--- src/include/spf_pkg.sv ---
// Shared constants and types for the serial port format and receive length block
package spf_pkg;
    // Register byte offsets
    localparam logic [7:0] OFS_CTRL0  = 8'h00;
    localparam logic [7:0] OFS_RXLEN  = 8'h04;
    localparam logic [7:0] OFS_ENABLE = 8'h08;
    localparam logic [7:0] OFS_STATUS = 8'h28;
    localparam logic [7:0] OFS_DATA   = 8'h60;
    // Control word, enable and length register fields
    localparam int DIR_LSB  = 8;
    localparam int IDLE_BIT = 7;
    localparam int EDGE_BIT = 6;
    localparam int FMT_LSB  = 4;
    localparam int ENA_BIT  = 0;
    localparam int FCNT_W   = 16;
    // Status fields
    localparam int ST_BUSY_BIT  = 0;
    localparam int ST_AVAIL_BIT = 1;
    localparam int ST_FULL_BIT  = 2;
    localparam int ST_REM_LSB   = 16;
    // Frame format codes
    localparam logic [1:0] FMT_SPI  = 2'h0;
    localparam logic [1:0] FMT_SSF  = 2'h1;
    localparam logic [1:0] FMT_CTRL = 2'h2;
    // Transfer direction codes
    localparam logic [1:0] DIR_TXRX = 2'h0;
    localparam logic [1:0] DIR_TX   = 2'h1;
    localparam logic [1:0] DIR_RX   = 2'h2;
    localparam logic [1:0] DIR_MEMRD = 2'h3;
    // Frame geometry
    localparam int FRAME_BITS = 8;
    localparam int BIT_CNT_W  = 4;
    localparam int EDGE_W     = 5;
    localparam logic [EDGE_W-1:0] LAST_EDGE = EDGE_W'(2 * FRAME_BITS - 1);
    localparam logic [BIT_CNT_W-1:0] FULL_BITS = BIT_CNT_W'(FRAME_BITS);
    // Timing
    localparam int CLK_PERIOD_NS = 40;
    localparam int SCLK_HALF_NS  = 160;
    localparam int HALF_CYC      = (SCLK_HALF_NS / CLK_PERIOD_NS < 1) ? 1
                                   : SCLK_HALF_NS / CLK_PERIOD_NS;
    localparam int DIV_W         = 4;
    localparam logic [DIV_W-1:0] HALF_LAST = DIV_W'(HALF_CYC - 1);
    // Master sequencer states
    typedef enum logic [3:0] {
        ST_IDLE = 4'b0001,
        ST_LEAD = 4'b0010,
        ST_RUN  = 4'b0100,
        ST_STOP = 4'b1000
    } spf_state_t;
endpackage

--- src/hw/spf_sync.sv ---
// Two-stage synchroniser for pin inputs
module spf_sync #(
    parameter int W = 1
) (
    // Clock and control
    input  wire logic         mclk_in,
    input  wire logic         rst_b_in,
    input  wire logic         ce_in,
    // Data
    input  wire logic [W-1:0] d_in,
    output logic      [W-1:0] q_out
);
    typedef struct packed {
        logic [W-1:0] meta;
        logic [W-1:0] sync;
    } spf_sync_t;

    spf_sync_t s;
    spf_sync_t next_s;

    always_comb begin
        next_s      = s;
        next_s.meta = d_in;
        next_s.sync = s.meta;
    end

    always_ff @(posedge mclk_in or negedge rst_b_in) begin
        if (!rst_b_in) begin
            s <= '0;
        end else if (ce_in) begin
            s <= next_s;
        end
    end

    assign q_out = s.sync;
endmodule

--- src/hw/spf_fifo.sv ---
// Receive word FIFO with valid and ready on both sides
module spf_fifo #(
    parameter int WIDTH = 8,
    parameter int DEPTH = 32
) (
    // Clock and control
    input  wire logic             mclk_in,
    input  wire logic             rst_b_in,
    input  wire logic             ce_in,
    input  wire logic             flush_in,
    // Fill side
    input  wire logic             in_valid_in,
    output logic                  in_ready_out,
    input  wire logic [WIDTH-1:0] in_data_in,
    // Drain side
    output logic                  out_valid_out,
    input  wire logic             out_ready_in,
    output logic      [WIDTH-1:0] out_data_out
);
    localparam int AW = $clog2(DEPTH);

    typedef struct packed {
        logic [AW-1:0] wp;
        logic [AW-1:0] rp;
        logic [AW:0]   cnt;
    } spf_fifo_t;

    spf_fifo_t        s;
    spf_fifo_t        next_s;
    logic [WIDTH-1:0] mem [DEPTH];
    logic             push;
    logic             pop;

    assign in_ready_out  = (s.cnt != (AW+1)'(DEPTH));
    assign out_valid_out = (s.cnt != '0);
    assign out_data_out  = mem[s.rp];
    assign push          = in_valid_in && in_ready_out;
    assign pop           = out_valid_out && out_ready_in;

    always_comb begin
        next_s = s;
        if (flush_in) begin
            next_s = '0;
        end else begin
            if (push) begin
                next_s.wp = (s.wp == AW'(DEPTH - 1)) ? '0 : s.wp + 1'b1;
            end
            if (pop) begin
                next_s.rp = (s.rp == AW'(DEPTH - 1)) ? '0 : s.rp + 1'b1;
            end
            next_s.cnt = s.cnt + (AW+1)'(push) - (AW+1)'(pop);
        end
    end

    always_ff @(posedge mclk_in or negedge rst_b_in) begin
        if (!rst_b_in) begin
            s <= '0;
        end else if (ce_in) begin
            s <= next_s;
        end
    end

    always_ff @(posedge mclk_in) begin
        if (ce_in && push && !flush_in) begin
            mem[s.wp] <= in_data_in;
        end
    end
endmodule

--- src/hw/spf_port.sv ---
// Serial port format control, receive length and transfer engine
//
// Operation
// Master holds clock at idle level between transfers
// Fixed option: idle level and edge read defaults
// Edge bit 0: capture on first clock edge
// Edge bit 1: toggle one cycle later, second edge
// Two-bit format field picks one of three protocols
// Idle level and edge used only in SPI format
// Slave build: length register reads zero, ignores writes
// Receive directions use sixteen-bit frame count
// Master receives count plus one frames then stops
// Slave receive runs while it stays selected
// Reserved bits read zero and ignore writes
// Direction codes: both, transmit, receive, memory read
// Locked fields written only while controller disabled
// Down-counter loaded at start, stop at zero
// Registers reset to zero
//
// Decided for this implementation: the plain strobed port.
module spf_port #(
    parameter bit IS_MASTER    = 1'b1,
    parameter bit FIXED_FORMAT = 1'b0,
    parameter bit DEFAULT_IDLE = 1'b0,
    parameter bit DEFAULT_EDGE = 1'b0,
    parameter int FIFO_DEPTH   = 32
) (
    // Clock, reset, enable
    input  wire logic        mclk_in,
    input  wire logic        rst_b_in,
    input  wire logic        ce_in,
    // Register port
    input  wire logic [7:0]  addr_in,
    input  wire logic [31:0] wr_data_in,
    input  wire logic        wr_en_in,
    input  wire logic        rd_en_in,
    output logic      [31:0] rd_data_out,
    // Serial link
    input  wire logic        sclk_in,
    input  wire logic        ss_n_in,
    input  wire logic        rxd_in,
    output logic             sclk_out,
    output logic             ss_n_out,
    output logic             txd_out
);
    localparam int FB = spf_pkg::FRAME_BITS;

    typedef struct packed {
        logic                            en;
        logic [1:0]                      dir;
        logic [1:0]                      fmt;
        logic                            cpol;
        logic                            cpha;
        logic [spf_pkg::FCNT_W-1:0]      fcount;
        spf_pkg::spf_state_t             st;
        logic [spf_pkg::FCNT_W-1:0]      remain;
        logic                            ctl_phase;
        logic [spf_pkg::DIV_W-1:0]       div;
        logic [spf_pkg::EDGE_W-1:0]      edge_cnt;
        logic [spf_pkg::BIT_CNT_W-1:0]   bits;
        logic [FB-1:0]                   tx_word;
        logic [FB-1:0]                   tx_sh;
        logic [FB-1:0]                   rx_sh;
        logic                            sclk;
        logic                            ss_n;
        logic                            sclk_d;
        logic                            push;
        logic [FB-1:0]                   push_data;
        logic [31:0]                     rd_data;
    } spf_port_t;

    spf_port_t     s;
    spf_port_t     next_s;
    logic [2:0]    pins_s;
    logic          sclk_s;
    logic          ss_n_s;
    logic          rxd_s;
    logic          fifo_in_ready;
    logic          fifo_out_valid;
    logic [FB-1:0] fifo_out_data;
    logic          fifo_pop;
    logic          cpol_rd;
    logic          cpha_rd;
    logic          cpol_eff;
    logic          cpha_eff;
    logic          stall;
    logic          tick;
    logic          do_edge;
    logic          lead;
    logic          sample;
    logic          keep_rx;
    logic          start;

    // Pins come from another clock; all three pass two flops
    spf_sync #(
        .W(3)
    ) u_sync (
        .mclk_in  (mclk_in),
        .rst_b_in (rst_b_in),
        .ce_in    (ce_in),
        .d_in     ({sclk_in, ss_n_in, rxd_in}),
        .q_out    (pins_s)
    );
    assign sclk_s = pins_s[2];
    assign ss_n_s = pins_s[1];
    assign rxd_s  = pins_s[0];

    spf_fifo #(
        .WIDTH(FB),
        .DEPTH(FIFO_DEPTH)
    ) u_fifo (
        .mclk_in       (mclk_in),
        .rst_b_in      (rst_b_in),
        .ce_in         (ce_in),
        .flush_in      (!s.en),
        .in_valid_in   (s.push),
        .in_ready_out  (fifo_in_ready),
        .in_data_in    (s.push_data),
        .out_valid_out (fifo_out_valid),
        .out_ready_in  (fifo_pop),
        .out_data_out  (fifo_out_data)
    );

    assign fifo_pop = rd_en_in && (addr_in == spf_pkg::OFS_DATA);
    assign cpol_rd  = FIXED_FORMAT ? DEFAULT_IDLE : s.cpol;
    assign cpha_rd  = FIXED_FORMAT ? DEFAULT_EDGE : s.cpha;
    // Other formats run with the low-idle, first-edge timing
    assign cpol_eff = (s.fmt == spf_pkg::FMT_SPI) ? cpol_rd : 1'b0;
    assign cpha_eff = (s.fmt == spf_pkg::FMT_SPI) ? cpha_rd : 1'b0;
    assign keep_rx  = (s.dir != spf_pkg::DIR_TX) && !s.ctl_phase;
    // A full FIFO holds the master clock; a slave cannot stall and drops
    assign stall    = s.push && !fifo_in_ready;
    assign tick     = (s.div == spf_pkg::HALF_LAST) && !stall;
    assign start    = IS_MASTER && s.en && wr_en_in && (addr_in == spf_pkg::OFS_DATA)
                      && (s.st == spf_pkg::ST_IDLE);

    always_comb begin
        do_edge = 1'b0;
        lead    = 1'b0;
        if (IS_MASTER) begin
            do_edge = tick && ((s.st == spf_pkg::ST_LEAD) || (s.st == spf_pkg::ST_RUN));
            lead    = !s.edge_cnt[0];
        end else begin
            do_edge = !ss_n_s && (sclk_s != s.sclk_d);
            lead    = (sclk_s != cpol_eff);
        end
        sample = (lead != cpha_eff);
    end

    always_comb begin
        next_s = s;
        next_s.sclk_d = sclk_s;
        if (s.push && fifo_in_ready) begin
            next_s.push = 1'b0;
        end
        // Register writes
        if (wr_en_in) begin
            case (addr_in)
                spf_pkg::OFS_CTRL0: begin
                    next_s.fmt = wr_data_in[spf_pkg::FMT_LSB +: 2];
                    if (!s.en) begin
                        next_s.dir = wr_data_in[spf_pkg::DIR_LSB +: 2];
                        if (!FIXED_FORMAT) begin
                            next_s.cpol = wr_data_in[spf_pkg::IDLE_BIT];
                            next_s.cpha = wr_data_in[spf_pkg::EDGE_BIT];
                        end
                    end
                end
                spf_pkg::OFS_RXLEN: begin
                    if (IS_MASTER && !s.en) begin
                        next_s.fcount = wr_data_in[spf_pkg::FCNT_W-1:0];
                    end
                end
                spf_pkg::OFS_ENABLE: begin
                    next_s.en = wr_data_in[spf_pkg::ENA_BIT];
                end
                spf_pkg::OFS_DATA: begin
                    next_s.tx_word = wr_data_in[FB-1:0];
                    if (s.st == spf_pkg::ST_IDLE) begin
                        next_s.tx_sh = wr_data_in[FB-1:0];
                    end
                end
                default: begin
                end
            endcase
        end
        // Register reads, answered one cycle later
        next_s.rd_data = '0;
        if (rd_en_in) begin
            case (addr_in)
                spf_pkg::OFS_CTRL0: begin
                    next_s.rd_data[spf_pkg::DIR_LSB +: 2] = s.dir;
                    next_s.rd_data[spf_pkg::IDLE_BIT]     = cpol_rd;
                    next_s.rd_data[spf_pkg::EDGE_BIT]     = cpha_rd;
                    next_s.rd_data[spf_pkg::FMT_LSB +: 2] = s.fmt;
                end
                spf_pkg::OFS_RXLEN: begin
                    if (IS_MASTER) begin
                        next_s.rd_data[spf_pkg::FCNT_W-1:0] = s.fcount;
                    end
                end
                spf_pkg::OFS_ENABLE: begin
                    next_s.rd_data[spf_pkg::ENA_BIT] = s.en;
                end
                spf_pkg::OFS_STATUS: begin
                    next_s.rd_data[spf_pkg::ST_BUSY_BIT]  = (s.st != spf_pkg::ST_IDLE)
                                                            || (!IS_MASTER && !ss_n_s);
                    next_s.rd_data[spf_pkg::ST_AVAIL_BIT] = fifo_out_valid;
                    next_s.rd_data[spf_pkg::ST_FULL_BIT]  = !fifo_in_ready;
                    next_s.rd_data[spf_pkg::ST_REM_LSB +: spf_pkg::FCNT_W] = s.remain;
                end
                spf_pkg::OFS_DATA: begin
                    if (fifo_out_valid) begin
                        next_s.rd_data[FB-1:0] = fifo_out_data;
                    end
                end
                default: begin
                end
            endcase
        end
        // Clock divider runs only while a transfer is out
        if (s.st == spf_pkg::ST_IDLE || stall) begin
            next_s.div = (s.st == spf_pkg::ST_IDLE) ? '0 : s.div;
        end else begin
            next_s.div = (s.div == spf_pkg::HALF_LAST) ? '0 : s.div + 1'b1;
        end
        // Shared edge handling for both ends
        if (do_edge) begin
            if (sample) begin
                next_s.rx_sh = {s.rx_sh[FB-2:0], rxd_s};
                next_s.bits  = s.bits + 1'b1;
            end else if (s.bits != '0) begin
                next_s.tx_sh = {s.tx_sh[FB-2:0], 1'b0};
            end
        end
        if (IS_MASTER) begin
            case (s.st)
                spf_pkg::ST_IDLE: begin
                    next_s.sclk = cpol_eff;
                    next_s.ss_n = 1'b1;
                    if (start) begin
                        next_s.st        = spf_pkg::ST_LEAD;
                        next_s.ss_n      = 1'b0;
                        next_s.edge_cnt  = '0;
                        next_s.bits      = '0;
                        next_s.ctl_phase = (s.dir == spf_pkg::DIR_MEMRD);
                        // Only receive-type transfers run past one frame
                        if (s.dir == spf_pkg::DIR_RX || s.dir == spf_pkg::DIR_MEMRD) begin
                            next_s.remain = s.fcount;
                        end else begin
                            next_s.remain = '0;
                        end
                    end
                end
                spf_pkg::ST_LEAD, spf_pkg::ST_RUN: begin
                    if (do_edge) begin
                        next_s.st       = spf_pkg::ST_RUN;
                        next_s.sclk     = !s.sclk;
                        next_s.edge_cnt = s.edge_cnt + 1'b1;
                        if (s.edge_cnt == spf_pkg::LAST_EDGE) begin
                            next_s.edge_cnt  = '0;
                            next_s.bits      = '0;
                            next_s.tx_sh     = s.tx_word;
                            next_s.push      = keep_rx;
                            next_s.push_data = next_s.rx_sh;
                            if (s.ctl_phase) begin
                                next_s.ctl_phase = 1'b0;
                            end else if (s.remain == '0) begin
                                next_s.st = spf_pkg::ST_STOP;
                            end else begin
                                next_s.remain = s.remain - 1'b1;
                            end
                        end
                    end
                end
                spf_pkg::ST_STOP: begin
                    if (tick) begin
                        next_s.st   = spf_pkg::ST_IDLE;
                        next_s.ss_n = 1'b1;
                    end
                end
                default: begin
                    next_s.st = spf_pkg::ST_IDLE;
                end
            endcase
        end else begin
            // Slave: no frame limit, deselect resets the frame
            if (ss_n_s) begin
                next_s.bits  = '0;
                next_s.tx_sh = s.tx_word;
            end else if (do_edge && sample && s.bits == spf_pkg::FULL_BITS - 1'b1) begin
                next_s.bits      = '0;
                next_s.tx_sh     = s.tx_word;
                next_s.push      = (s.dir != spf_pkg::DIR_TX);
                next_s.push_data = next_s.rx_sh;
            end
        end
        // Disable ends a master transfer and drops a pending push at once
        if (!s.en) begin
            next_s.st   = spf_pkg::ST_IDLE;
            next_s.ss_n = 1'b1;
            next_s.push = 1'b0;
        end
    end

    always_ff @(posedge mclk_in or negedge rst_b_in) begin
        if (!rst_b_in) begin
            s      <= '0;
            s.st   <= spf_pkg::ST_IDLE;
            s.ss_n <= 1'b1;
        end else if (ce_in) begin
            s <= next_s;
        end
    end

    assign rd_data_out = s.rd_data;
    assign sclk_out    = s.sclk;
    assign ss_n_out    = s.ss_n;
    assign txd_out     = s.tx_sh[FB-1];
endmodule

--- config.mk ---
export PLATFORM = sky130hd
export DESIGN_NAME = spf_port
export DESIGN_NICKNAME = d
export VERILOG_FILES = /design/src/include/spf_pkg.sv /design/src/hw/spf_sync.sv /design/src/hw/spf_fifo.sv /design/src/hw/spf_port.sv
export SDC_FILE = /design/constraint.sdc
export NUM_CORES = 1
export LEC_CHECK = 0
export BUFFER_PORTS_ARGS = -buffer_cell sky130_fd_sc_hd__buf_2
export CORE_MARGIN = 1.5
export CORE_UTILIZATION = 30
export DETAILED_ROUTE_END_ITERATION = 10
export SLEW_MARGIN = 20
export SYNTH_ARGS = -nofsm -noshare
export SYNTH_HDL_FRONTEND = slang
export SYNTH_HIERARCHICAL = 1
export SYNTH_SLANG_ARGS = --single-unit
--- constraint.sdc ---
create_clock -name mclk_in -period 2.5 [get_ports mclk_in]
set_input_delay 0.375 -clock mclk_in [delete_from_list [all_inputs] [get_ports mclk_in]]
set_output_delay 0.375 -clock mclk_in [all_outputs]
set_load 0.01 [all_outputs]
### Yosys cells after proc, flatten, opt, wreduce, memory -nomap -nowiden

Memories as Yosys holds them, arrays and structs flattened.
Cells that the tools add are included.

| word-level totals | value |
|---|---|
| word-level logic and storage cells | 166 |
| RAM bits | 256 |
| output and inout port bits | 35 |
| input bits | 48 |
| memories | 1 |
| register bits | 142 |

Memories:

| name | words | width | rd ports | clocked after Yosys merged registers in | wr ports | RTL line | RTL |
|---|---|---|---|---|---|---|---|
| u_fifo.mem | 32 | 8 | 1 | 0 | 1 | spf_fifo.sv:30 | `logic [WIDTH-1:0] mem [DEPTH];` |

| operators by class | value |
|---|---|
| add/sub/neg operators | 8 |
| eq/ne operators | 30 |
| muxes and demuxes | 59 |
| bitwise logic cells | 1 |
| reduce and logical (&&, ||, !) cells | 42 |

Operator list:

| cell | count |
|---|---|
| 2-to-1 mux 16 bit | 5 |
| 2-to-1 mux 8 bit | 10 |
| 2-to-1 mux 21 bit | 3 |
| 2-to-1 mux 9 bit | 6 |
| case mux 17 bit (2 select lines) | 1 |
| 2-to-1 mux 32 bit | 1 |
| 2-to-1 mux 4 bit | 8 |
| case mux 4 bit (3 select lines) | 2 |
| 2-to-1 mux 20 bit | 1 |
| 2-to-1 mux 5 bit | 4 |
| AND reduction 4 bit | 5 |
| case mux 9 bit (2 select lines) | 1 |
| logical NOT 16 bit | 1 |
| subtractor 16 x 1 -> 16 bit (second input constant) | 1 |
| adder 5 x 1 -> 5 bit (second input constant) | 3 |
| AND reduction 3 bit | 5 |
| logical AND 1 bit | 12 |
| != test 2 bit (second input constant) | 6 |
| equality test 5 bit (second input constant) | 2 |
| 2-to-1 mux 1 bit | 10 |
| != test 3 bit (second input constant) | 3 |
| adder 4 x 1 -> 4 bit (second input constant) | 2 |
| equality test 4 x 2 -> 1 bit (second input constant) | 2 |
| equality test 8 x 3 -> 1 bit (second input constant) | 1 |
| 32 further kinds | 45 |

### Depth between registers and ports, before layout

| logic depth | value |
|---|---|
| depth in word-level cells | 11 |
| depth in mapped cells | 14 |
| mapped depth without buffers | 14 |

### Hierarchy

Netlist, hierarchy kept.

By module, submodules not included:

| module | times used | cells an instance | area each (µm²) |
|---|---|---|---|
| spf_fifo | 1 | 638 | 11393.4 |
| spf_port | 1 | 576 | 6326.1 |
| spf_sync | 1 | 13 | 251.5 |

### Worst setup path after synthesis

OpenSTA, ideal clock, no wires.

| timing path | value |
|---|---|
| kind | input-to-reg |
| from | input addr_in[1] |
| to | register u_fifo/s[4] in the netlist's numbering |
| setup time | 0.110 ns |
| required time | 2.390 ns |
| setup slack | -0.244 ns |
| cell stages on the path | 13 |
| arrival | 2.634 ns |
| cells stage by stage | nor4_2 > and3_1 > and2_1 > buf_1 > ha_1 > inv_1 > ha_1 > inv_1 > fa_1 > nor2b_1 > o21a_1 > nor3_1 > o41ai_1 |

| on the way | value |
|---|---|
| longest elaborated chain between the ends | 5 |

Ends and longest elaborated chain:

| what | RTL line | RTL |
|---|---|---|
| start, declared | spf_port.sv:33 | `input wire logic [7:0] addr_in,` |
| equality test 8 x 7 -> 1 bit | spf_port.sv:124 | `assign fifo_pop = rd_en_in && (addr_in == spf_pkg::OFS_DATA);` |
| logical AND 1 bit | spf_port.sv:124 |  |
| via fifo_pop | spf_port.sv:81 | `logic fifo_pop;` |
| logical AND 1 bit | spf_fifo.sv:38 | `assign pop = out_valid_out && out_ready_in;` |
| subtractor 6 x 1 -> 6 bit | spf_fifo.sv:51 | `next_s.cnt = s.cnt + (AW+1)'(push) - (AW+1)'(pop);` |
| 2-to-1 mux 16 bit | spf_fifo.sv:42 | `if (flush_in) begin` |
| end signal, assigned | spf_fifo.sv:59 | `s <= next_s;` |
| end, declared | spf_fifo.sv:28 | `spf_fifo_t s;` |

The timed path passes the listed nets, and every way through them passes these cells.
A chain may end at the register's enable or synchronous reset.

### Final worst setup path

| timing path | value |
|---|---|
| from | register u_fifo/s[6] in the netlist's numbering |
| to | register s, in the netlist rd_data_out[1] |

| on the way | value |
|---|---|
| longest elaborated chain between the ends | 4 |

Ends and longest elaborated chain:

| what | RTL line | RTL |
|---|---|---|
| memory read (32 x 8 bit) | n/a |  |
| via fifo_out_data[1] | spf_port.sv:80 | `logic [FB-1:0] fifo_out_data;` |
| 2-to-1 mux 8 bit | spf_port.sv:213 | `if (fifo_out_valid) begin` |
| case mux 2 bit (3 select lines) | spf_port.sv:190 | `case (addr_in)` |
| 2-to-1 mux 32 bit | spf_port.sv:189 | `if (rd_en_in) begin` |
| end signal, assigned | spf_port.sv:312 | `s <= next_s;` |
| end, declared | spf_port.sv:72 | `spf_port_t s;` |

The timed path passes the listed nets, and every way through them passes these cells.

==> run_results.csv <==
group,metric,value,unit
status,status,"complete, but fails checks",
status,violations,"setup timing",
finish,drive_above_1_share,0.280,
clock_tree,cts_buffers,41,
setup_path,cp-end-kind,"register",
global_route,grt_overflow,0,
finish,layout_commonest_cell,"edfxtp_1",
floorplan,ios,83,
finish,postLayoutCoreUtil,0.360,
routing,first_pass_iters,6,
floorplan,rows,89,
logic_synthesis,syn_area,0.0178,mm^2
routing,post_drt_wl_per_cell,19.6,um
logic_synthesis,ys_warn_count,6,
placement,hpwl,29000,um
placement,gp_congestion,0.849,
sta,worstMarginPinSlew,1.02,ns
sta,rsz0062_at_grt,"yes",
sta,hold_violations,0,
setup_path,ff2ff_path_depth,9,
logic_synthesis,synthCells,1219,
routing,first_iter_violations,1022,
pwr,cellPowerDensity,637,mW/mm^2
finish,areaGrowthSynthToFinish,18.8,%
clock_tree,cts_root_buffer,"clkbuf_16",
setup_path,cp.arrival,2.96,ns
floorplan,die_w,247,um
sta,slew_violations,0,
floorplan,die_h,247,um
setup_path,crit_fanout,6,
setup_path,r2r_start,"u_fifo/s[6]$_DFFE_PN0P_",
floorplan,die_area,0.0608,mm^2
finish,fin_cells,2188,
global_route,grt_usage,0.139,
logic_synthesis,avgSynthCellArea,14.6,um^2
logic_synthesis,syn_nets,1289,
sta,min_period,2.57,ns
setup_path,path_class,"reg2reg",
finish,final_cell_mix,"edfxtp_1, dfrtp_1, buf_4, mux2i_1, nor2_1",
sta,skew,0.0129,ns
global_route,grt_pass1_wl,66200,um
setup_path,cp.required,2.89,ns
clock_tree,clk_pin_slew,0.06,ns
clock_tree,clockBufferDepth,3,
clock_tree,clk_latency,0.54,ns
sta,period_share,1.03,
finish,diodes,0,
routing,dr_total_vias,11236,
global_route,grt_pass1_vias,11263,
clock_tree,htreeDepth,2,
sta,slew_headroom,0.313,
finish,nNetsFinal,1452,
pwr,p_leak,8.51,nW
global_route,antenna_found_initial,0,
pwr,ir_worst_vdd,419,uV
routing,ant_nets,0,
floorplan,initial_core_util,0.303,
sta,tns,-0.0767,ns
global_route,grt_max_degree,52,
clock_tree,cts_tree,"yes",
placement,io_buffer_count,64,
placement,place_inst,2102,
min_path,min_from,"rxd_in",
min_path,hold_class,"in2reg",
job,drv_cap,0,
routing,drcViolationCount,0,
setup_path,cp-startpoint,"u_fifo/s[6]$_DFFE_PN0P_",
floorplan,coreArea,0.0588,mm^2
setup_path,start_kind,"register",
min_path,min_path_cells,2,
routing,routed_via_density,5.14,
sta,max_freq,389,MHz
sta,finalSetupViolCount,2,
clock_tree,cts.sinks,398,
sta,setup_ws,-0.0723,ns
pwr,design_power_total,0.0135,W
routing,finalWirelength,42900,um
## worst paths after layout
| kind | end | slack, ns |
|---|---|---|
| worst min register to register | rd_data_out[15]$_DFFE_PN0P_ | 0.49 |
| worst max register to register | rd_data_out[1]$_DFFE_PN0P_ | -0.07 |
| worst max-delay path | rd_data_out[1]$_DFFE_PN0P_ | -0.07 |
| max in group asynchronous | s[98]$_DFFE_PN1P_ | 1.40 |
| min in group asynchronous | rd_data_out[7]$_DFFE_PN0P_ | 0.37 |
| worst min-delay path | u_sync/next_s[0]$_DFFE_PN0P_ | 0.07 |
## metal layers
layer | wire (um) | vias up | track usage
li1 | - | 5077 | -
met1 | 19000 | 5792 | 0.190
met2 | 20700 | 299 | 0.233
met3 | 2320 | 68 | 0.0213
met4 | 855 | 0 | 0.0328
met5 | 0 | - | 0
## metrics by stage
stage	setup slack (ns)	instance area [um^2]	hold slack, ns
floorplan	0.0197	17900	0.0794
global placement	-0.237	19600	0.362
detailed placement	-0.240	19600	0.368
CTS	-0.0145	21000	0.0467
global route	-0.109	21200	0.0532
finish	-0.0723	21200	0.0709
## where the power goes
part / switching (W) / internal [W]
Clock: 0.00253 / 0.00352
Combinational: 0.000210 / 0.000135
Sequential: 0.0000862 / 0.00701
Total: 0.00282 / 0.0107
## cell type report
| cell class | count | area (um^2) |
|---|---|---|
| Timing Repair Buffer | 213 | 1590 |
| Clock buffer | 58 | 1180 |
| Tap cell | 773 | 967 |
| Fill cell | 5578 | 37600 |
| Clock inverter | 18 | 153 |
| Multi-Input combinational cell | 699 | 5910 |
| Sequential cell | 398 | 11200 |
| Inverter | 29 | 111 |
## critical path, stage by stage, from the launching register on
cell and delay, ns:
dfrtp_4 0.52, buf_12 0.15, buf_12 0.12, buf_4 0.12, mux4_1 0.45, a22o_1 0.24
a221oi_2 0.24, nand3_2 0.18, a222oi_1 0.29, o2bb2ai_1 0.10
## registers in the layout, indices dropped and copies added, names as in the netlist
name	flops
u_fifo/s	16
u_sync/next_s	1
cpol_rd	1
s	87
sclk_out	1
ss_n_out	1
rd_data_out	32
cpha_rd	1
txd_out	1
u_sync/q_out	1
u_fifo/mem	256
## timing repair
item,4_1_cts,5_1_grt
hold buffers,1,0
hold endpoints to repair,47,0
buffers inserted,2,7
endpoints found under the setup margin,11,29
pin swaps,11,17
resized for setup,12,24
Power figures use the tool's default switching activity.
